## src/sar_pkg.sv

```systemverilog
// Constants, types and helpers shared by the converter control logic.
// Assumes a single 10 MHz core clock and a classic Wishbone register port.
// Notes on behaviour
// - A rising convert strobe edge starts a conversion.
// - The device alternates acquisition tracking with a held conversion phase.
// - Conversion resolves 18 bits, half scale down to 1/262144, MSB first.
// - Finished bits form the 18-bit code handed to the serial output.
// - Three input ranges exist: full differential, unipolar and bipolar.
// - Range is held independently of the channel selection.
// - Channels of the current configuration drive the selector output pair.
// - A sequencer holds one to 16 host programmed configuration words.
// - Digital gain compression is switchable per configuration word.
// - Straight binary equals two's complement with the MSB inverted.
// - Full differential range outputs binary or two's complement as configured.
// - Unipolar range always outputs straight binary.
// - Bipolar range always outputs two's complement.
// - Discharge the summing node every conversion and on first new configuration.
// - The device naps by itself between conversions.
// - A sleep state below nap power serves long idle periods.
// - Busy rises at conversion start and falls when it finishes.
// - Reset during conversion aborts it and floats the serial output.
// - With read enable low, result then configuration shift out MSB first.
// - With read enable high, the output floats and the serial clock is ignored.
package sar_pkg;
  localparam int RES_BITS = 18;
  localparam int CFG_BITS = 8;
  localparam int SEQ_DEPTH = 16;
  localparam int SER_BITS = RES_BITS + CFG_BITS;
  // Configuration word fields.
  localparam int CFG_CHAN_LSB = 0;
  localparam int CFG_FMT_BIT = 4;
  localparam int CFG_RANGE_LSB = 5;
  localparam int CFG_GAIN_BIT = 7;
  localparam logic [1:0] RANGE_FULL = 2'h0;
  localparam logic [1:0] RANGE_UNI = 2'h1;
  localparam logic [1:0] RANGE_BIP = 2'h2;
  // Register byte offsets.
  localparam logic [7:0] ADDR_CTRL = 8'h00;
  localparam logic [7:0] ADDR_STATUS = 8'h04;
  localparam logic [7:0] ADDR_RESULT = 8'h08;
  localparam logic [7:0] ADDR_CFG_USED = 8'h0C;
  localparam logic [7:0] ADDR_COUNT = 8'h10;
  localparam logic [1:0] SEQ_REGION = 2'h1;
  localparam int CTRL_SLEEP_BIT = 0;
  localparam int CTRL_DEPTH_LSB = 4;
  localparam logic [7:0] CTRL_RESET = 8'h00;
  localparam logic [7:0] CFG_RESET = 8'h00;
  // Timing.
  localparam int CLK_PERIOD_NS = 100;
  localparam int DISCH_TIME_NS = 200;
  localparam int BIT_TIME_NS = 300;
  localparam logic [3:0] DISCH_CYCLES = 4'((DISCH_TIME_NS + CLK_PERIOD_NS - 1) / CLK_PERIOD_NS);
  localparam logic [3:0] BIT_CYCLES = 4'((BIT_TIME_NS + CLK_PERIOD_NS - 1) / CLK_PERIOD_NS);
  localparam logic [4:0] MSB_INDEX = 5'(RES_BITS - 1);
  typedef enum logic [3:0] {
    ST_SLEEP = 4'h1,
    ST_NAP = 4'h2,
    ST_CONV = 4'h4,
    ST_DONE = 4'h8
  } sar_state_t;

  // Turns the raw straight binary code into the format the range demands.
  function automatic logic [RES_BITS-1:0] sar_format(input logic [RES_BITS-1:0] raw, input logic [CFG_BITS-1:0] cfg);
    logic twos;
    twos = 1'b0;
    unique case (cfg[CFG_RANGE_LSB +: 2])
      RANGE_UNI: twos = 1'b0;
      RANGE_BIP: twos = 1'b1;
      default: twos = cfg[CFG_FMT_BIT];
    endcase
    sar_format = twos ? {~raw[RES_BITS-1], raw[RES_BITS-2:0]} : raw;
  endfunction : sar_format
endpackage : sar_pkg

```

## src/sar_ser_if.sv

```systemverilog
// Link between the conversion core and the serial output shifter.
// Assumes both ends run on the core clock.
`timescale 1ns/10ps
`default_nettype none
interface sar_ser_if;
  import sar_pkg::*;
  logic [SER_BITS-1:0] word;
  logic abort;
  modport ctrl (output word, output abort);
  modport ser (input word, input abort);
endinterface : sar_ser_if
`default_nettype wire

```

## src/sar_serial_out.sv

```systemverilog
// Serial result shifter driven by the host shift clock and read enable.
// Assumes the shift clock is far slower than the core clock and is sampled.
`timescale 1ns/10ps
`default_nettype none
module sar_serial_out
  import sar_pkg::*;
(
  input wire logic core_clk_i,
  input wire logic rst_n_i,
  input wire logic sck_i,
  input wire logic read_enable_low_n_i,
  sar_ser_if.ser ser,
  output logic sdo_o,
  output logic sdo_oe_o
);
  logic [2:0] sck_sync_r;
  logic [1:0] rdl_sync_r;
  logic sck_rise;
  logic enabled;
  logic blocked_r;
  logic oe_r;
  logic [SER_BITS-1:0] shift_r;

  // Two-stage synchronisers; the third shift clock stage only finds edges.
  always_ff @(posedge core_clk_i or negedge rst_n_i) begin
    if (!rst_n_i) begin
      sck_sync_r <= 3'h0;
      rdl_sync_r <= 2'h3;
    end else begin
      sck_sync_r <= {sck_sync_r[1:0], sck_i};
      rdl_sync_r <= {rdl_sync_r[0], read_enable_low_n_i};
    end
  end

  assign sck_rise = sck_sync_r[1] & ~sck_sync_r[2];
  assign enabled = ~rdl_sync_r[1];

  // While reads are disabled the word is reloaded, so each read starts at its MSB.
  always_ff @(posedge core_clk_i or negedge rst_n_i) begin
    if (!rst_n_i) begin
      shift_r <= '0;
    end else if (!enabled) begin
      shift_r <= ser.word;
    end else if (sck_rise) begin
      shift_r <= {shift_r[SER_BITS-2:0], 1'b0};
    end
  end

  // An abort floats the output until the host ends the read.
  always_ff @(posedge core_clk_i or negedge rst_n_i) begin
    if (!rst_n_i) begin
      blocked_r <= 1'b0;
      oe_r <= 1'b0;
    end else begin
      if (ser.abort) begin
        blocked_r <= 1'b1;
      end else if (!enabled) begin
        blocked_r <= 1'b0;
      end
      oe_r <= enabled & ~blocked_r & ~ser.abort;
    end
  end

  assign sdo_o = shift_r[SER_BITS-1];
  assign sdo_oe_o = oe_r;
endmodule : sar_serial_out
`default_nettype wire

```

## src/sar_conv_ctrl.sv

```systemverilog
// Top of the converter control: bit sequencing, sequencer, power states, registers.
// Assumes a Wishbone classic master on the core clock and asynchronous pins.
`timescale 1ns/10ps
`default_nettype none
module sar_conv_ctrl
  import sar_pkg::*;
(
  input wire logic core_clk_i,
  input wire logic rst_n_i,
  input wire logic wb_cyc_i,
  input wire logic wb_stb_i,
  input wire logic wb_we_i,
  input wire logic [7:0] wb_adr_i,
  input wire logic [3:0] wb_sel_i,
  input wire logic [31:0] wb_dat_i,
  output logic [31:0] wb_dat_o,
  output logic wb_ack_o,
  input wire logic convert_strobe_i,
  input wire logic device_reset_i,
  input wire logic comparator_i,
  input wire logic sck_i,
  input wire logic read_enable_low_n_i,
  output logic sdo_o,
  output logic sdo_oe_o,
  output logic busy_o,
  output logic acquire_o,
  output logic nap_o,
  output logic sleep_o,
  output logic discharge_o,
  output logic [RES_BITS-1:0] dac_code_o,
  output logic [3:0] mux_select_o,
  output logic [1:0] range_o,
  output logic gain_compression_o
);
  sar_ser_if ser_link ();

  logic [2:0] cnv_sync_r;
  logic [1:0] devrst_sync_r;
  logic [1:0] comp_sync_r;
  logic cnv_rise;
  logic dev_reset;
  logic comp_keep;

  sar_state_t state_r;
  sar_state_t state_nxt;
  logic conv_start;
  logic bit_done;
  logic last_bit;

  logic [4:0] bit_r;
  logic [3:0] phase_r;
  logic [RES_BITS-1:0] sar_r;

  logic [7:0] ctrl_r;
  logic [CFG_BITS-1:0] seq_mem_r [SEQ_DEPTH];
  logic [3:0] cfg_idx_r;
  logic [CFG_BITS-1:0] active_cfg_r;
  logic [3:0] depth_m1;
  logic sleep_req;

  logic [RES_BITS-1:0] result_r;
  logic [CFG_BITS-1:0] result_cfg_r;
  logic [15:0] conv_count_r;

  logic [3:0] disch_cnt_r;
  logic discharge_r;
  logic disch_start;

  logic busy_r;
  logic acquire_r;
  logic nap_r;
  logic sleep_r;
  logic abort_r;

  logic bus_req;
  logic bus_wr;
  logic ack_r;
  logic [31:0] dat_r;
  logic seq0_write;

  // True when the address falls in the sequencer word window.
  function automatic logic in_seq(input logic [7:0] adr);
    in_seq = (adr[7:6] == SEQ_REGION);
  endfunction : in_seq

  // Pin inputs pass two flip-flops; the convert strobe keeps a third for edges.
  // A strobe held high yields a single edge, so one pulse starts at most one conversion.
  always_ff @(posedge core_clk_i or negedge rst_n_i) begin
    if (!rst_n_i) begin
      cnv_sync_r <= 3'h0;
      devrst_sync_r <= 2'h0;
      comp_sync_r <= 2'h0;
    end else begin
      cnv_sync_r <= {cnv_sync_r[1:0], convert_strobe_i};
      devrst_sync_r <= {devrst_sync_r[0], device_reset_i};
      comp_sync_r <= {comp_sync_r[0], comparator_i};
    end
  end

  assign cnv_rise = cnv_sync_r[1] & ~cnv_sync_r[2];
  assign dev_reset = devrst_sync_r[1];
  assign comp_keep = comp_sync_r[1];

  // Control fields decoded from the control register.
  assign sleep_req = ctrl_r[CTRL_SLEEP_BIT];
  assign depth_m1 = ctrl_r[CTRL_DEPTH_LSB +: 4];

  // Bit timing: each decision waits for the synchronised comparator answer.
  // The answer is read on the third cycle of a bit, two synchroniser stages after the trial moved.
  assign bit_done = (phase_r == BIT_CYCLES - 4'h1);
  assign last_bit = (bit_r == 5'h00);
  assign conv_start = (state_r == ST_NAP) && (state_nxt == ST_CONV);

  // Power and phase sequencing; nap is the resting state between conversions.
  // Strobe edges outside nap are dropped, so a running conversion can never restart half way.
  always_comb begin
    state_nxt = state_r;
    unique case (state_r)
      ST_SLEEP: begin
        if (!sleep_req) begin
          state_nxt = ST_NAP;
        end
      end
      ST_NAP: begin
        if (dev_reset) begin
          state_nxt = ST_NAP;
        end else if (sleep_req) begin
          state_nxt = ST_SLEEP;
        end else if (cnv_rise) begin
          state_nxt = ST_CONV;
        end
      end
      ST_CONV: begin
        if (dev_reset) begin
          state_nxt = ST_NAP;
        end else if (bit_done && last_bit) begin
          state_nxt = ST_DONE;
        end
      end
      ST_DONE: begin
        state_nxt = ST_NAP;
      end
      default: begin
        state_nxt = ST_NAP;
      end
    endcase
  end

  // State register.
  // Reset lands in nap, the lowest state from which a strobe is still accepted.
  always_ff @(posedge core_clk_i or negedge rst_n_i) begin
    if (!rst_n_i) begin
      state_r <= ST_NAP;
    end else begin
      state_r <= state_nxt;
    end
  end

  // Successive approximation: set a trial bit, then keep or drop it on the comparator.
  // The code left in the trial register after the last bit is the straight binary result.
  always_ff @(posedge core_clk_i or negedge rst_n_i) begin
    if (!rst_n_i) begin
      bit_r <= 5'h00;
      phase_r <= 4'h0;
      sar_r <= '0;
    end else if (conv_start) begin
      bit_r <= MSB_INDEX;
      phase_r <= 4'h0;
      sar_r <= {1'b1, {(RES_BITS-1){1'b0}}};
    end else if (state_r == ST_CONV) begin
      if (bit_done) begin
        phase_r <= 4'h0;
        if (!comp_keep) begin
          sar_r[bit_r] <= 1'b0;
        end
        if (!last_bit) begin
          sar_r[bit_r - 5'h01] <= 1'b1;
          bit_r <= bit_r - 5'h01;
        end
      end else begin
        phase_r <= phase_r + 4'h1;
      end
    end
  end

  // Configuration that drives the selector: follows the sequencer while tracking, frozen in conversion.
  // It stays frozen through the done cycle, so the format and the reported word match the sample.
  always_ff @(posedge core_clk_i or negedge rst_n_i) begin
    if (!rst_n_i) begin
      active_cfg_r <= CFG_RESET;
    end else if ((state_nxt == ST_NAP) || (state_nxt == ST_SLEEP)) begin
      active_cfg_r <= seq_mem_r[cfg_idx_r];
    end
  end

  // Sequencer index advances after each result and wraps after the last programmed word.
  // Shrinking the depth below the current index wraps at the next result rather than running on to the end.
  always_ff @(posedge core_clk_i or negedge rst_n_i) begin
    if (!rst_n_i) begin
      cfg_idx_r <= 4'h0;
    end else if (dev_reset) begin
      cfg_idx_r <= 4'h0;
    end else if (state_r == ST_DONE) begin
      if (cfg_idx_r >= depth_m1) begin
        cfg_idx_r <= 4'h0;
      end else begin
        cfg_idx_r <= cfg_idx_r + 4'h1;
      end
    end
  end

  // Result capture; it stays put until the next conversion completes.
  // Reads in between always see a complete code, never a partial trial.
  always_ff @(posedge core_clk_i or negedge rst_n_i) begin
    if (!rst_n_i) begin
      result_r <= '0;
      result_cfg_r <= CFG_RESET;
      conv_count_r <= 16'h0000;
    end else if (state_r == ST_DONE) begin
      result_r <= sar_format(sar_r, active_cfg_r);
      result_cfg_r <= active_cfg_r;
      conv_count_r <= conv_count_r + 16'h0001;
    end
  end

  // The summing node is discharged at each conversion and when word zero is rewritten.
  // A second trigger while the switch is closed simply restarts the count.
  assign disch_start = conv_start | seq0_write;
  always_ff @(posedge core_clk_i or negedge rst_n_i) begin
    if (!rst_n_i) begin
      disch_cnt_r <= 4'h0;
      discharge_r <= 1'b0;
    end else if (disch_start) begin
      disch_cnt_r <= DISCH_CYCLES;
      discharge_r <= 1'b1;
    end else if (disch_cnt_r != 4'h0) begin
      disch_cnt_r <= disch_cnt_r - 4'h1;
      discharge_r <= (disch_cnt_r != 4'h1);
    end
  end

  // Status pins follow the next state so they line up with the phase change.
  // The abort request is registered too, so the shifter sees it one cycle after the synchronised reset.
  always_ff @(posedge core_clk_i or negedge rst_n_i) begin
    if (!rst_n_i) begin
      busy_r <= 1'b0;
      acquire_r <= 1'b1;
      nap_r <= 1'b1;
      sleep_r <= 1'b0;
      abort_r <= 1'b0;
    end else begin
      busy_r <= (state_nxt == ST_CONV);
      acquire_r <= (state_nxt == ST_NAP) || (state_nxt == ST_DONE);
      nap_r <= (state_nxt == ST_NAP);
      sleep_r <= (state_nxt == ST_SLEEP);
      abort_r <= dev_reset;
    end
  end

  // Wishbone classic slave: one wait state, ack drops the cycle after it rises.
  // A request is taken only while ack is low, so a strobe still high in the ack cycle cannot store a write twice.
  assign bus_req = wb_cyc_i & wb_stb_i & ~ack_r;
  assign bus_wr = bus_req & wb_we_i & wb_sel_i[0];
  assign seq0_write = bus_wr && in_seq(wb_adr_i) && (wb_adr_i[5:2] == 4'h0);

  // Control register write; byte lane zero holds every control field.
  // A write without byte lane zero enabled leaves every field unchanged.
  always_ff @(posedge core_clk_i or negedge rst_n_i) begin
    if (!rst_n_i) begin
      ctrl_r <= CTRL_RESET;
    end else if (bus_wr && (wb_adr_i == ADDR_CTRL)) begin
      ctrl_r <= wb_dat_i[7:0];
    end
  end

  // Sequencer storage: range, format, gain and channel held as separate fields.
  // Any word may be rewritten between conversions; the running one is held in the active copy.
  generate
    for (genvar i = 0; i < SEQ_DEPTH; i++) begin : g_seq
      always_ff @(posedge core_clk_i or negedge rst_n_i) begin
        if (!rst_n_i) begin
          seq_mem_r[i] <= CFG_RESET;
        end else if (bus_wr && in_seq(wb_adr_i) && (wb_adr_i[5:2] == 4'(i))) begin
          seq_mem_r[i] <= wb_dat_i[CFG_BITS-1:0];
        end
      end
    end
  endgenerate

  // Read data and acknowledge; unmapped addresses read as zero and are acknowledged.
  // Reads have no side effects, so software may poll any register freely.
  always_ff @(posedge core_clk_i or negedge rst_n_i) begin
    if (!rst_n_i) begin
      ack_r <= 1'b0;
      dat_r <= 32'h00000000;
    end else begin
      ack_r <= bus_req;
      if (bus_req && !wb_we_i) begin
        if (in_seq(wb_adr_i)) begin
          dat_r <= {24'h000000, seq_mem_r[wb_adr_i[5:2]]};
        end else begin
          unique case (wb_adr_i)
            ADDR_CTRL: dat_r <= {24'h000000, ctrl_r};
            ADDR_STATUS: dat_r <= {19'h00000, sleep_req, cfg_idx_r, 3'h0, state_r, busy_r};
            ADDR_RESULT: dat_r <= {14'h0000, result_r};
            ADDR_CFG_USED: dat_r <= {24'h000000, result_cfg_r};
            ADDR_COUNT: dat_r <= {16'h0000, conv_count_r};
            default: dat_r <= 32'h00000000;
          endcase
        end
      end
    end
  end

  // Word handed to the shifter: result first, then the configuration it used.
  // The shifter reloads it whenever reads are disabled, so a read shows the latest pair.
  assign ser_link.word = {result_r, result_cfg_r};
  assign ser_link.abort = abort_r;

  sar_serial_out u_serial (
    .core_clk_i(core_clk_i),
    .rst_n_i(rst_n_i),
    .sck_i(sck_i),
    .read_enable_low_n_i(read_enable_low_n_i),
    .ser(ser_link.ser),
    .sdo_o(sdo_o),
    .sdo_oe_o(sdo_oe_o)
  );

  // Register driven outputs.
  assign wb_ack_o = ack_r;
  assign wb_dat_o = dat_r;
  assign busy_o = busy_r;
  assign acquire_o = acquire_r;
  assign nap_o = nap_r;
  assign sleep_o = sleep_r;
  assign discharge_o = discharge_r;
  assign dac_code_o = sar_r;
  // Range and channel come from independent fields of the same word.
  assign mux_select_o = active_cfg_r[CFG_CHAN_LSB +: 4];
  assign range_o = active_cfg_r[CFG_RANGE_LSB +: 2];
  assign gain_compression_o = active_cfg_r[CFG_GAIN_BIT];
endmodule : sar_conv_ctrl
`default_nettype wire

```

## config.mk

```make
export PLATFORM = sky130hd
export DESIGN_NAME = sar_conv_ctrl
export DESIGN_NICKNAME = d
export VERILOG_FILES = /design/src/sar_pkg.sv /design/src/sar_ser_if.sv /design/src/sar_serial_out.sv /design/src/sar_conv_ctrl.sv
export SDC_FILE = /design/constraint.sdc
export NUM_CORES = 1
export LEC_CHECK = 0
export ABC_AREA = 0
export BUFFER_PORTS_ARGS = -buffer_cell sky130_fd_sc_hd__buf_2
export CORE_MARGIN = 2
export CORE_UTILIZATION = 25
export CTS_CLUSTER_DIAMETER = 60
export DETAILED_ROUTE_END_ITERATION = 7
export PLACE_DENSITY = 0.51
export RECOVER_POWER = 25
export SLEW_MARGIN = 40
export SYNTH_ARGS = -nofsm -noshare
export SYNTH_HDL_FRONTEND = slang
export SYNTH_HIERARCHICAL = 1
export SYNTH_SLANG_ARGS = --single-unit
export TNS_END_PERCENT = 10
```

## constraint.sdc

```tcl
create_clock -name core_clk_i -period 4.2 [get_ports core_clk_i]
set_input_delay 0.42 -clock core_clk_i [delete_from_list [all_inputs] [get_ports core_clk_i]]
set_output_delay 0.42 -clock core_clk_i [all_outputs]
set_load 0.05 [all_outputs]
```

Yosys cells after proc, flatten, opt, wreduce, memory -nomap -nowiden:

Cells that the tools add are included.

* register bits after elaboration: 304
* bits in latches: 0
* RAM bits: 0
* ROM bits: 0
* input bits: 54
* logic and storage cells: 195
* memories kept: 0

* add/subtract/negate cells: 5
* multiply operators: 0
* div/mod/pow operators: 0
* $lt $le $gt $ge: 7
* eq/ne operators: 33
* shift-type cells: 0
* mux-type cells: 48
* bitwise operators: 21
* reduce and logical (&&, ||, !) cells: 38

Operator list (count)
* $mux W18: 10
* $pmux W18 S5: 1
* $bmux W8 S4: 2
* $mux W4: 14
* $mux W26: 2
* $eq A4 B4 Y1 const B: 10
* $mux W8: 4
* $eq A4 B3 Y1 const B: 6
* $logic_and A1 B1 Y1: 23
* $eq A4 B2 Y1 const B: 5
* $mux W5: 4
* $and A18 B18 Y18: 1
* $not A18 Y18: 1
* $or A18 B18 Y18: 1
* $add A16 B1 Y16 const B: 1
* $eq A8 B4 Y1 const B: 2
* $eq A4 B1 Y1 const B: 3
* $lt A5 B6 Y1 const B: 2
* $pmux W4 S3: 1
* $reduce_bool A2 Y1: 6
* $demux W1 S5: 2
* $ge A5 B1 Y1 const B: 2
* $ge A5 B5 Y1 const B: 2
* $not A4 Y5: 2
* other kinds (23): 45

Logic depth before layout (Yosys ltp):

Gate-level depths: netlist of run 1.

* word-level depth: 15
* gate-level depth with buffers: 9

By module:

Netlist of run 1, hierarchy kept.

By module, submodules not included
* sar_conv_ctrl: instances 1, cells each 1088, area each 13165.1 um^2, seq. area each 6434.9 um^2
* sar_serial_out: instances 1, cells each 129, area each 1689.1 um^2, seq. area each 828.3 um^2

Worst setup path after synthesis of run 1:

OpenSTA, ideal clock, no wires.

* path kind: flip-flop to flip-flop
* from: register bit_r[0]
* to: register sar_r[11] (netlist: dac_code_o[11])
* arrival: 2.082 ns
* data required time: 4.078 ns
* path slack: 1.997 ns
* stages on the path, launching flop included: 7
* path buffers: 0
* clock period less this slack: 2.203 ns
* cells stage by stage: dfrtp_1 inv_1 ha_1 nor4b_1 nor2_1 and3_1 a32o_1

* cells in the longest elaborated chain, start to end: 15

Ends and longest elaborated chain
* start, declared: line sar_conv_ctrl.sv:50 `logic [4:0] bit_r;`
* start signal, assigned: line sar_conv_ctrl.sv:178 `bit_r <= bit_r - 5'h01;`
* $lt A5 B6 Y1 (not written as such) or $ge A5 B1 Y1 (tied branches): line sar_conv_ctrl.sv:174 `sar_r[bit_r] <= 1'b0;`
* $logic_and A1 B1 Y1 (not written as such): line sar_conv_ctrl.sv:174
* $mux W1 (not written as such): line sar_conv_ctrl.sv:174
* $demux W1 S5: line sar_conv_ctrl.sv:174
* $not A18 Y18 (no line)
* $and A18 B18 Y18 (no line)
* $mux W18: line sar_conv_ctrl.sv:173 `if (!comp_keep) begin`
* $mux W18: line sar_conv_ctrl.sv:171 `if (bit_done) begin`
* $mux W18: line sar_conv_ctrl.sv:170 `end else if (state_r == ST_CONV) begin`
* $mux W18: line sar_conv_ctrl.sv:166 `end else if (conv_start) begin`
* $or A18 B18 Y18 (no line)
* $mux W18: line sar_conv_ctrl.sv:176 `if (!last_bit) begin`
* $mux W18: line sar_conv_ctrl.sv:171
* $mux W18: line sar_conv_ctrl.sv:170
* $mux W18: line sar_conv_ctrl.sv:166
* end signal, assigned: line sar_conv_ctrl.sv:169 `sar_r <= {1'b1, {(RES_BITS-1){1'b0}}};`
* end, declared: line sar_conv_ctrl.sv:52 `logic [RES_BITS-1:0] sar_r;`

Parallel ways exist; a longest one is shown, timed or not. The select of a mux whose other input is x is not followed.
A chain may end at the register's enable or synchronous reset.

Worst setup path in the final report of run 1:

* from: register u_serial.rdl_sync_r[1]
* to: register u_serial.shift_r[17]

* cells in the longest elaborated chain, start to end: 1

Ends and longest elaborated chain
* start, declared: line sar_serial_out.sv:17 `logic [1:0] rdl_sync_r;`
* start signal, assigned: line sar_serial_out.sv:31 `rdl_sync_r <= {rdl_sync_r[0], read_enable_low_n_i};`
* $mux W26 or $reduce_bool A2 Y1 (tied branches)
* end signal, assigned: line sar_serial_out.sv:43 `shift_r <= ser.word;`
* end signal, assigned: line sar_serial_out.sv:45 `shift_r <= {shift_r[SER_BITS-2:0], 1'b0};`
* end, declared: line sar_serial_out.sv:22 `logic [SER_BITS-1:0] shift_r;`

Parallel ways exist; a longest one is shown, timed or not.

==> impl_metrics.csv, run 1 <==
group,metric,value,unit
setup_path,slowest_stage,"dfstp_1",
cts,clock_sink_count,290,
cts,cts_tree,"done",
synthesis,synth_top_area_share,48.0,%
setup_path,r2r-start,"u_serial/rdl_sync_r[1]$_DFF_PN1_",
synthesis,yosysSeqAreaShare,48.9,%
power,power_density,381,nW/um2
synthesis,synth_area_leader_cell,"dfrtp_1",
detailed_routing,avgRoutedWirePerCell,20.9,um
detailed_routing,vias_per_cell,5.00,
setup_path,reg2reg_to,"u_serial/shift_r[17]$_DFFE_PN0P_",
timing,fmax,363,MHz
synthesis,synthTopCellsByCount,"dfrtp_1 (285), mux2_2 (142), nand2_1 (135)",
detailed_routing,vias,10300,
floorplanning,core_area,58900,um2
synthesis,yosys_warnings,6,
synthesis,synth_most_common_cell,"dfrtp_1",
synthesis,ys.flop_type,"dfrtp_1",
timing,fin_hold_ws,261,ps
synthesis,synthTopCellsByArea,"dfrtp_1 (48%), mux2_2 (11%), mux4_2 (8.9%), nand2_1 (3.4%), and4bb_1 (1.8%)",
setup_path,cp_data_arrival_time,3160,ps
layout,design_area,17100,um2
timing,clock_skew,16.4,ps
detailed_routing,drt_iter0_markers,719,
setup_path,critPathLaunchType,"register",
placed_design,io_buffers,77,
run,cap_violations,2,
cts,ctsResizeCount,0,
layout,diodes,0,
outcome,violations,"capacitance limit, slew limit",
synthesis,ys_seq_elements,290,
detailed_routing,drt_wl_total,42.8,mm
detailed_routing,first_pass_iters,5,
synthesis,synth-edff-count,0,
cts,numCtsBuffers,34,
cts,cts_root_buffer,"clkbuf_16",
setup_path,critPathCaptureType,"register",
cts,htree_levels,2,
global_routing,grt_pass1_vias,10400,
synthesis,synthArstFlopShare,100,%
timing,finalSetupViolCount,0,
timing,drv_slew,146,
setup_path,rr_worst_depth,2,
setup_path,cp_num_cells,2,
floorplanning,ios,119,
timing,rsz0062_at_grt,"no",
floorplanning,die_area,61400,um2
timing,setup_tns,0,ps
power,peakVddDrop,0.256,mV
setup_path,worst-path-buf-inv,0,
layout,num-fill-cells,5986,
cts,cts.clk_slew.worst_paths,60,ps
setup_path,endpoint,"u_serial/shift_r[17]$_DFFE_PN0P_",
synthesis,avgSynthCellArea,12.2,um2
floorplanning,die_h,248,um
timing,period_needed,2760,ps
synthesis,syn-cell-area,14900,um2
setup_path,cp_top_family,"flip-flops",
setup_path,rrSetupSlack,1440,ps
floorplanning,initial_core_util,25.2,%
setup_path,critPathMaxFanout,78,
global_routing,grt_pass1_wl,65.8,mm
layout,seq_area,7260,um2
timing,fin_crit_sh,65.7,%
placed_design,place_hpwl,29.3,mm
placed_design,placed_area,15900,um2
synthesis,synth_cell_type_count,73,
floorplanning,fp.dieW,248,um
layout,layout.nets,1329,
setup_path,required,4600,ps
global_routing,grt.overflow.total,0,
setup_path,worst-setup-path-type,"reg -> reg",
layout,multi_input_area,7050,um2
cts,clk_path_buf_depth,3,
global_routing,grt_max_degree,144,
setup_path,slowest_delay,1960,ps
setup_path,critPathLaunch,"u_serial/rdl_sync_r[1]$_DFF_PN1_",
detailed_routing,drcViolationCount,0,
placed_design,gp_congestion,0.845,
synthesis,syn-instance-count,1217,
timing,hold_viol,0,
global_routing,antenna_found_initial,2,
worst_hold_path,worstHoldPathType,"in -> reg",
floorplanning,num_rows,89,
timing,slew_headroom,-43.6,%
detailed_routing,postRouteAntennaNets,0,
layout,area_growth,15.0,%
global_routing,grt_usage,14.1,%
setup_path,crit_chain,"and2b_1, a221o_1",
timing,worst_slew_pin_slew,2150,ps
power,power_leakage,7.83,nW
outcome,status,"finished, violations left",
layout,drive_above_1_share,28.7,%
cts,clk_latency,530,ps
per-layer routing:
metal	GRT usage [%]	wire, um
met5	0	21
met4	4.42	1080
met3	3.03	2730
met2	22.1	19700
met1	19.3	19300
flip-flops by register name, summed over array words and instances, names as in the netlist, 4 cells and up:
| signal | cells |
|---|---|
| seq_mem_r | 128 |
| u_serial/shift_r | 26 |
| dac_code_o | 18 |
| result_r | 18 |
| wb_dat_o | 18 |
| conv_count_r | 16 |
| active_cfg_r | 8 |
| ctrl_r | 8 |
| result_cfg_r | 8 |
| bit_r | 5 |
| cfg_idx_r | 4 |
| disch_cnt_r | 4 |
| phase_r | 4 |
| state_r | 4 |
repair_timing:
item                                   in CTS  in global routing
endpoints found under the hold margin      71                  0
hold buffers                                6                  0
setup buffers                               0                  0
where the power goes:
part | leakage, nW | internal (W) | total, W | switching (W)
clock | 0.550 | 0.00178 | 0.00297 | 0.00118
sequential | 3.94 | 0.00288 | 0.00296 | 0.0000864
combinational | 3.34 | 0.000197 | 0.000575 | 0.000379
total | 7.83 | 0.00486 | 0.00651 | 0.00165
layout by cell type (no fill, tap or decap), drive strengths merged, types with 13 or more instances in the layout:
| master | instances |
|---|---|
| ha | 17 |
| and3 | 15 |
| nor3 | 13 |
| nand2 | 135 |
| nor2b | 41 |
| mux4 | 59 |
| mux2i | 24 |
| nand3 | 28 |
| dfrtp | 285 |
| buf | 91 |
| xnor2 | 16 |
| clkbuf | 53 |
| mux2 | 143 |
| a221o | 26 |
| conb | 14 |
| inv | 16 |
| o21ai | 41 |
| and4bb | 22 |
| a22oi | 27 |
| a21oi | 16 |
| nor2 | 34 |
worst min path at each step:
stage               cells past startpoint                              from                               end
floorplan                               0                           rst_n_i                 abort_r$_DFF_PN0_
global placement                        0  u_serial/sck_sync_r[0]$_DFF_PN0_  u_serial/sck_sync_r[1]$_DFF_PN0_
detailed placement                      0  u_serial/sck_sync_r[0]$_DFF_PN0_  u_serial/sck_sync_r[1]$_DFF_PN0_
CTS                                     2                          wb_cyc_i                wb_ack_o$_DFF_PN0_
global route                            2                          wb_cyc_i                wb_ack_o$_DFF_PN0_
finish                                  2                          wb_cyc_i                wb_ack_o$_DFF_PN0_
worst reg2reg max path, cell delays in order (launching register included):
cell	delay [ps]
dfstp_1	1960
and2b_1	360
a221o_1	320
layout make-up:
cell class | instances | share of cell area, %
clock buffers | 52 | 6.16
multi-input cells | 818 | 41.2
repair buffers | 98 | 3.68
well taps | 773 | 5.66
inverters | 16 | 0.352
flip-flops and latches | 290 | 42.5
clock inverters | 7 | 0.366
kinds of logic after synthesis:
kind of cell | share of synthesized area, %
fa+ha+maj | 1.43
flops | 48.9
buf+inv | 4.32
simple gates | 13.2
xor+xnor | 1.42
compound gates | 9.34
other cells | 0.0252
mux | 21.4
stage by stage:
step	instances	total power, W	setup slack [ps]	util [%]
global route	2054	0.00676	1220	29.0
floorplan	1230	0.00339	2000	-
global placement	1988	0.00357	1250	26.9
CTS	2053	0.00658	1670	29.0
finish	2054	0.00651	1440	29.0
detailed placement	1988	0.00359	1220	27.0
Power figures use the tool's default switching activity.
==> run 2: changes to the inputs <==
clock period = 2.6 ns   (was 4.2 ns; I/O delays follow)
==> impl_metrics.csv, run 2 (same netlist as run 1, synthesis figures left out) <==
group,metric,value,unit
layout,design_area,17500,um2
layout,regMostFlops,"seq_mem_r",
layout,mostFrequentLayoutCells,"dfrtp_1 (284), mux2_2 (142), nand2_1 (135), buf_2 (76), buf_4 (63)",
detailed_routing,postRouteAntennaNets,0,
setup_path,cp_data_arrival_time,2770,ps
global_routing,grt_pass1_vias,10500,
layout,area_growth,18.1,%
timing,finalSetupViolCount,0,
layout,diodes,0,
detailed_routing,drt_iter0_markers,785,
global_routing,grt_max_degree,66,
cts,cts_root_buffer,"clkbuf_16",
layout,largest_register_ffs,128,
power,pwr-share-seq,44.7,%
detailed_routing,vias_per_cell,4.93,
timing,setup_tns,0,ps
detailed_routing,drt_wl_total,43.9,mm
setup_path,slowest_stage,"and4_1",
setup_path,required,3000,ps
layout,mostFrequentLayoutCell,"dfrtp_1",
floorplanning,ios,119,
floorplanning,initial_core_util,25.2,%
global_routing,antenna_found_initial,2,
outcome,status,"finished, violations left",
cts,clock_sink_count,290,
power,power_leakage,8.12,nW
floorplanning,num_rows,89,
layout,top_regs,"seq_mem_r: 128 flops, u_serial/shift_r: 26 flops",
timing,fin_crit_sh,91.1,%
power,switching_share,25.3,%
cts,htree_levels,2,
cts,clk_path_buf_depth,3,
placed_design,placed_area,16300,um2
setup_path,crit_chain,"and3b_1, and4_1, and3_1, nand2_1, mux2_2",
detailed_routing,first_pass_iters,5,
setup_path,worst-setup-path-type,"reg -> reg",
timing,drv_slew,65,
floorplanning,die_area,61400,um2
global_routing,grt_pass1_wl,67.4,mm
floorplanning,die_h,248,um
global_routing,grt.overflow.total,0,
setup_path,critPathMaxFanout,10,
timing,clock_skew,25.4,ps
layout,fin_util,29.8,%
detailed_routing,avgRoutedWirePerCell,20.8,um
timing,fmax,422,MHz
timing,worst_slew_pin_slew,1830,ps
floorplanning,fp.dieW,248,um
timing,slew_headroom,-22.1,%
placed_design,io_buffers,77,
power,peakVddDrop,0.303,mV
placed_design,gp_congestion,0.825,
cts,clk_latency,540,ps
placed_design,place_hpwl,31.5,mm
cts,cts_tree,"done",
setup_path,slowest_delay,490,ps
layout,drive_above_1_share,31.5,%
worst_hold_path,worstHoldPathType,"in -> reg",
outcome,violations,"capacitance limit, slew limit",
global_routing,grt_usage,14.5,%
power,p_int,0.00799,W
floorplanning,core_area,58900,um2
run,cap_violations,1,
power,clockPowerShare,46.4,%
detailed_routing,vias,10400,
cts,numCtsBuffers,34,
timing,period_needed,2370,ps
timing,rsz0062_at_grt,"no",
power,power_density,609,nW/um2
power,combPwrFrac,8.9,%
cts,ctsResizeCount,0,
detailed_routing,drcViolationCount,0,
setup_path,critPathCaptureType,"register",
setup_path,critPathLaunchType,"register",
power,p_switching,0.00270,W
layout,layout.nets,1386,
cts,postCtsSetupBuffers,0,
timing,fin_hold_ws,82.8,ps
timing,final.setup.worst_slack,230,ps
placed_design,pre_cts_ws,226,ps
cts,ctsHoldBuffers,6,
cts,cts.clk_slew.worst_paths,60,ps
timing,hold_viol,0,
## run 2: path summary, 6_finish.rpt
kind / depth (start not counted) / startpoint / to / slack [ps]
hold reg to reg: 0 / devrst_sync_r[0]$_DFF_PN0_ / devrst_sync_r[1]$_DFF_PN0_ / 350
max in group asynchronous: 3 / rst_n_i / cfg_idx_r[0]$_DFFE_PN0P_ / 470
setup reg to reg: 5 / wb_ack_o$_DFF_PN0_ / seq_mem_r[4]$_DFFE_PN0P_ / 230
setup / recovery: 5 / wb_ack_o$_DFF_PN0_ / seq_mem_r[4]$_DFFE_PN0P_ / 230
hold / removal: 2 / wb_cyc_i / wb_ack_o$_DFF_PN0_ / 80
min in group asynchronous: 2 / rst_n_i / seq_mem_r[26]$_DFFE_PN0P_ / 730
## run 2: cell type report
class,instances,area [um2]
Clock buffer,48,963
Timing Repair Buffer,155,1070
Multi-Input combinational cell,818,7020
Inverter,16,60.1
Sequential cell,290,7260
Clock inverter,13,190
Fill cell,5971,41400
Tap cell,773,967
## run 2: critical path: cells and delay by family (launching register included)
kind | cells | cell delay [ps]
muxes | 1 | 420
and+or+nand+nor | 4 | 1430
DFF | 1 | 400
## run 2: metal layers
layer | wire length (um) | share of wire (%) | vias up | global-route usage, %
met5 | 26 | 0.059 | - | 0
met4 | 1080 | 2.5 | 4 | 4.26
li1 | - | - | 4707 | -
met1 | 19900 | 45 | 5386 | 20.1
met2 | 20100 | 46 | 258 | 22.6
met3 | 2780 | 6.3 | 62 | 3.06
## run 2: power groups by stage
stage / clock network [W] / registers (W) / logic (W)
final: 0.00495 / 0.00478 / 0.000952
after global routing: 0.00528 / 0.00480 / 0.00105
after CTS: 0.00511 / 0.00478 / 0.000975
after detailed placement: 0 / 0.00486 / 0.000964
after global placement: 0 / 0.00485 / 0.000948
after floorplan: 0 / 0.00489 / 0.000582
## run 2: per-stage QoR
step,cells,power (W)
after floorplan,1230,0.00547
after global placement,2046,0.00580
after detailed placement,2046,0.00582
after CTS,2113,0.0109
after global routing,2113,0.0111
final,2113,0.0107
==> run 3: changes to the inputs <==
PLACE_DENSITY = default   (was 0.51)
PLACE_DENSITY_LB_ADDON = 0.12   (was default)
TNS_END_PERCENT = 20   (was 10)
==> impl_metrics.csv, run 3 (same netlist as run 1, synthesis figures left out) <==
group,metric,value,unit
detailed_routing,met1_length,23.4,mm
layout,layout.nets,1399,
layout,top_regs,"seq_mem_r: 128 flops, u_serial/shift_r: 26 flops",
cts,clk_path_buf_depth,3,
timing,final.setup.worst_slack,293,ps
cts,clock_sink_count,290,
worst_hold_path,worstHoldPathType,"in -> reg",
detailed_routing,avgRoutedWirePerCell,22.8,um
run,cap_violations,1,
timing,slew_headroom,-6.93,%
setup_path,critPathMaxFanout,7,
setup_path,required,3030,ps
floorplanning,initial_core_util,25.2,%
worst_hold_path,holdPathEnd,"wb_ack_o$_DFF_PN0_",
timing,worst_slew_pin_slew,1600,ps
floorplanning,die_h,248,um
detailed_routing,highest_layer,"met5",
cts,cts.clk_slew.worst_paths,50,ps
detailed_routing,drt_iter0_markers,654,
detailed_routing,drcViolationCount,0,
timing,hold_viol,0,
power,peakVddDrop,0.353,mV
global_routing,antenna_found_initial,1,
setup_path,worst-setup-path-type,"reg -> reg",
timing,fin_hold_ws,76.6,ps
outcome,status,"finished, violations left",
timing,period_needed,2310,ps
power,clockPowerShare,50.3,%
power,pwr-share-seq,41.2,%
power,p_int,0.00866,W
layout,mostFrequentLayoutCells,"dfrtp_1 (284), mux2_2 (142), nand2_1 (135), buf_2 (76), buf_4 (65)",
cts,cts_tree,"done",
setup_path,critPathCaptureType,"register",
timing,finalSetupViolCount,0,
layout,largest_register_ffs,128,
global_routing,grt_pass1_wl,72.7,mm
timing,clock_skew,20.3,ps
placed_design,place_hpwl,34.2,mm
layout,fin_util,30.3,%
detailed_routing,postRouteAntennaNets,0,
setup_path,r2r-start,"phase_r[0]$_DFFE_PN0P_",
floorplanning,num_rows,89,
detailed_routing,vias,10400,
worst_hold_path,hp-start,"wb_cyc_i",
cts,postCtsSetupBuffers,0,
layout,regMostFlops,"seq_mem_r",
global_routing,grt_pass1_vias,10500,
power,p_switching,0.00291,W
placed_design,gp_congestion,0.782,
detailed_routing,vias_per_cell,4.90,
floorplanning,die_area,61400,um2
timing,drv_slew,62,
cts,ctsHoldBuffers,6,
power,power_density,648,nW/um2
setup_path,cp_data_arrival_time,2740,ps
layout,drive_above_1_share,32.3,%
cts,htree_levels,2,
global_routing,grt_usage,16.1,%
setup_path,reg2reg_to,"bit_r[2]$_DFFE_PN0P_",
cts,cts_root_buffer,"clkbuf_16",
layout,multi_input_area,7030,um2
placed_design,pre_cts_ws,313,ps
cts,ctsResizeCount,0,
floorplanning,core_area,58900,um2
placed_design,io_buffers,77,
timing,rsz0062_at_grt,"no",
layout,area_growth,20.2,%
setup_path,critPathLaunch,"phase_r[0]$_DFFE_PN0P_",
power,combPwrFrac,8.5,%
power,power_leakage,8.27,nW
detailed_routing,route.met2.wl,22.1,mm
layout,mostFrequentLayoutCell,"dfrtp_1",
setup_path,rr_worst_depth,7,
layout,num-fill-cells,6005,
global_routing,grt.overflow.total,0,
floorplanning,fp.dieW,248,um
cts,numCtsBuffers,42,
power,switching_share,25.2,%
timing,fin_crit_sh,88.7,%
floorplanning,ios,119,
detailed_routing,drt_wl_total,48.7,mm
setup_path,critPathLaunchType,"register",
layout,seq_area,7260,um2
detailed_routing,wl_met3,2.21,mm
outcome,violations,"capacitance limit, slew limit",
timing,fmax,433,MHz
worst_hold_path,hold_depth,2,
detailed_routing,first_pass_iters,5,
setup_path,rrSetupSlack,290,ps
timing,setup_tns,0,ps
global_routing,grt_max_degree,62,
cts,clk_latency,560,ps
-- run 3: changes by cell type in the layout (fill, tap and decap cells not counted), sizes merged --
| cell | previous run | this run |
|---|---|---|
| inv | 18 | 17 |
| bufinv | 4 | 3 |
| clkbuf | 50 | 66 |
| buf | 147 | 149 |
| clkinv | 6 | 8 |
| diode | 0 | 2 |
-- run 3: power by group through the flow --
stage	clock, W	sequential [W]	combinational (W)
finish	0.00582	0.00477	0.000986
global route	0.00621	0.00479	0.00108
CTS	0.00601	0.00477	0.00102
detailed placement	0	0.00485	0.00100
global placement	0	0.00484	0.00100
floorplan	0	0.00489	0.000582
-- run 3: layer usage --
metal / up-vias / global-route usage [%]
met2: 214 / 24.7
met5: - / 0
met4: 2 / 4.02
met3: 51 / 3.14
met1: 5436 / 23.3
li1: 4741 / -
-- run 3: critical path: stages (launching register included) --
cell and delay [ps]:
dfrtp_1 420, inv_1 80, ha_1 150, or3b_2 560
nor2_1 390, and3_1 360, xnor2_1 170, nor2_1 60
-- run 3: stage by stage --
stage          cell area (um2)  total power (W)  instances
2_1_floorplan            14900          0.00547       1230
4_1_cts                  17900           0.0118       2131
3_3_place_gp             16400          0.00585       2051
3_5_place_dp             16400          0.00585       2051
5_1_grt                  17800           0.0121       2131
6_report                 17900           0.0116       2133
-- run 3: cell type report --
type | count | share of cell area [%]
repair buffers | 160 | 6.19
clock buffers | 61 | 7.09
multi-input cells | 818 | 39.4
inverters | 16 | 0.336
flip-flops and latches | 290 | 40.7
clock inverters | 13 | 0.883
well taps | 773 | 5.42
diodes | 2 | 0.0280
-- run 3: worst max-delay path by stage --
stage | end | slack [ps] | depth (start not counted)
after floorplan | dac_code_o[11]$_DFFE_PN0P_ | 400 | 6
after global placement | acquire_o$_DFF_PN1_ | 270 | 5
after detailed placement | acquire_o$_DFF_PN1_ | 310 | 5
after CTS | acquire_o$_DFF_PN1_ | 290 | 5
after global routing | dac_code_o[0]$_DFFE_PN0P_ | 150 | 5
final | bit_r[2]$_DFFE_PN0P_ | 290 | 7
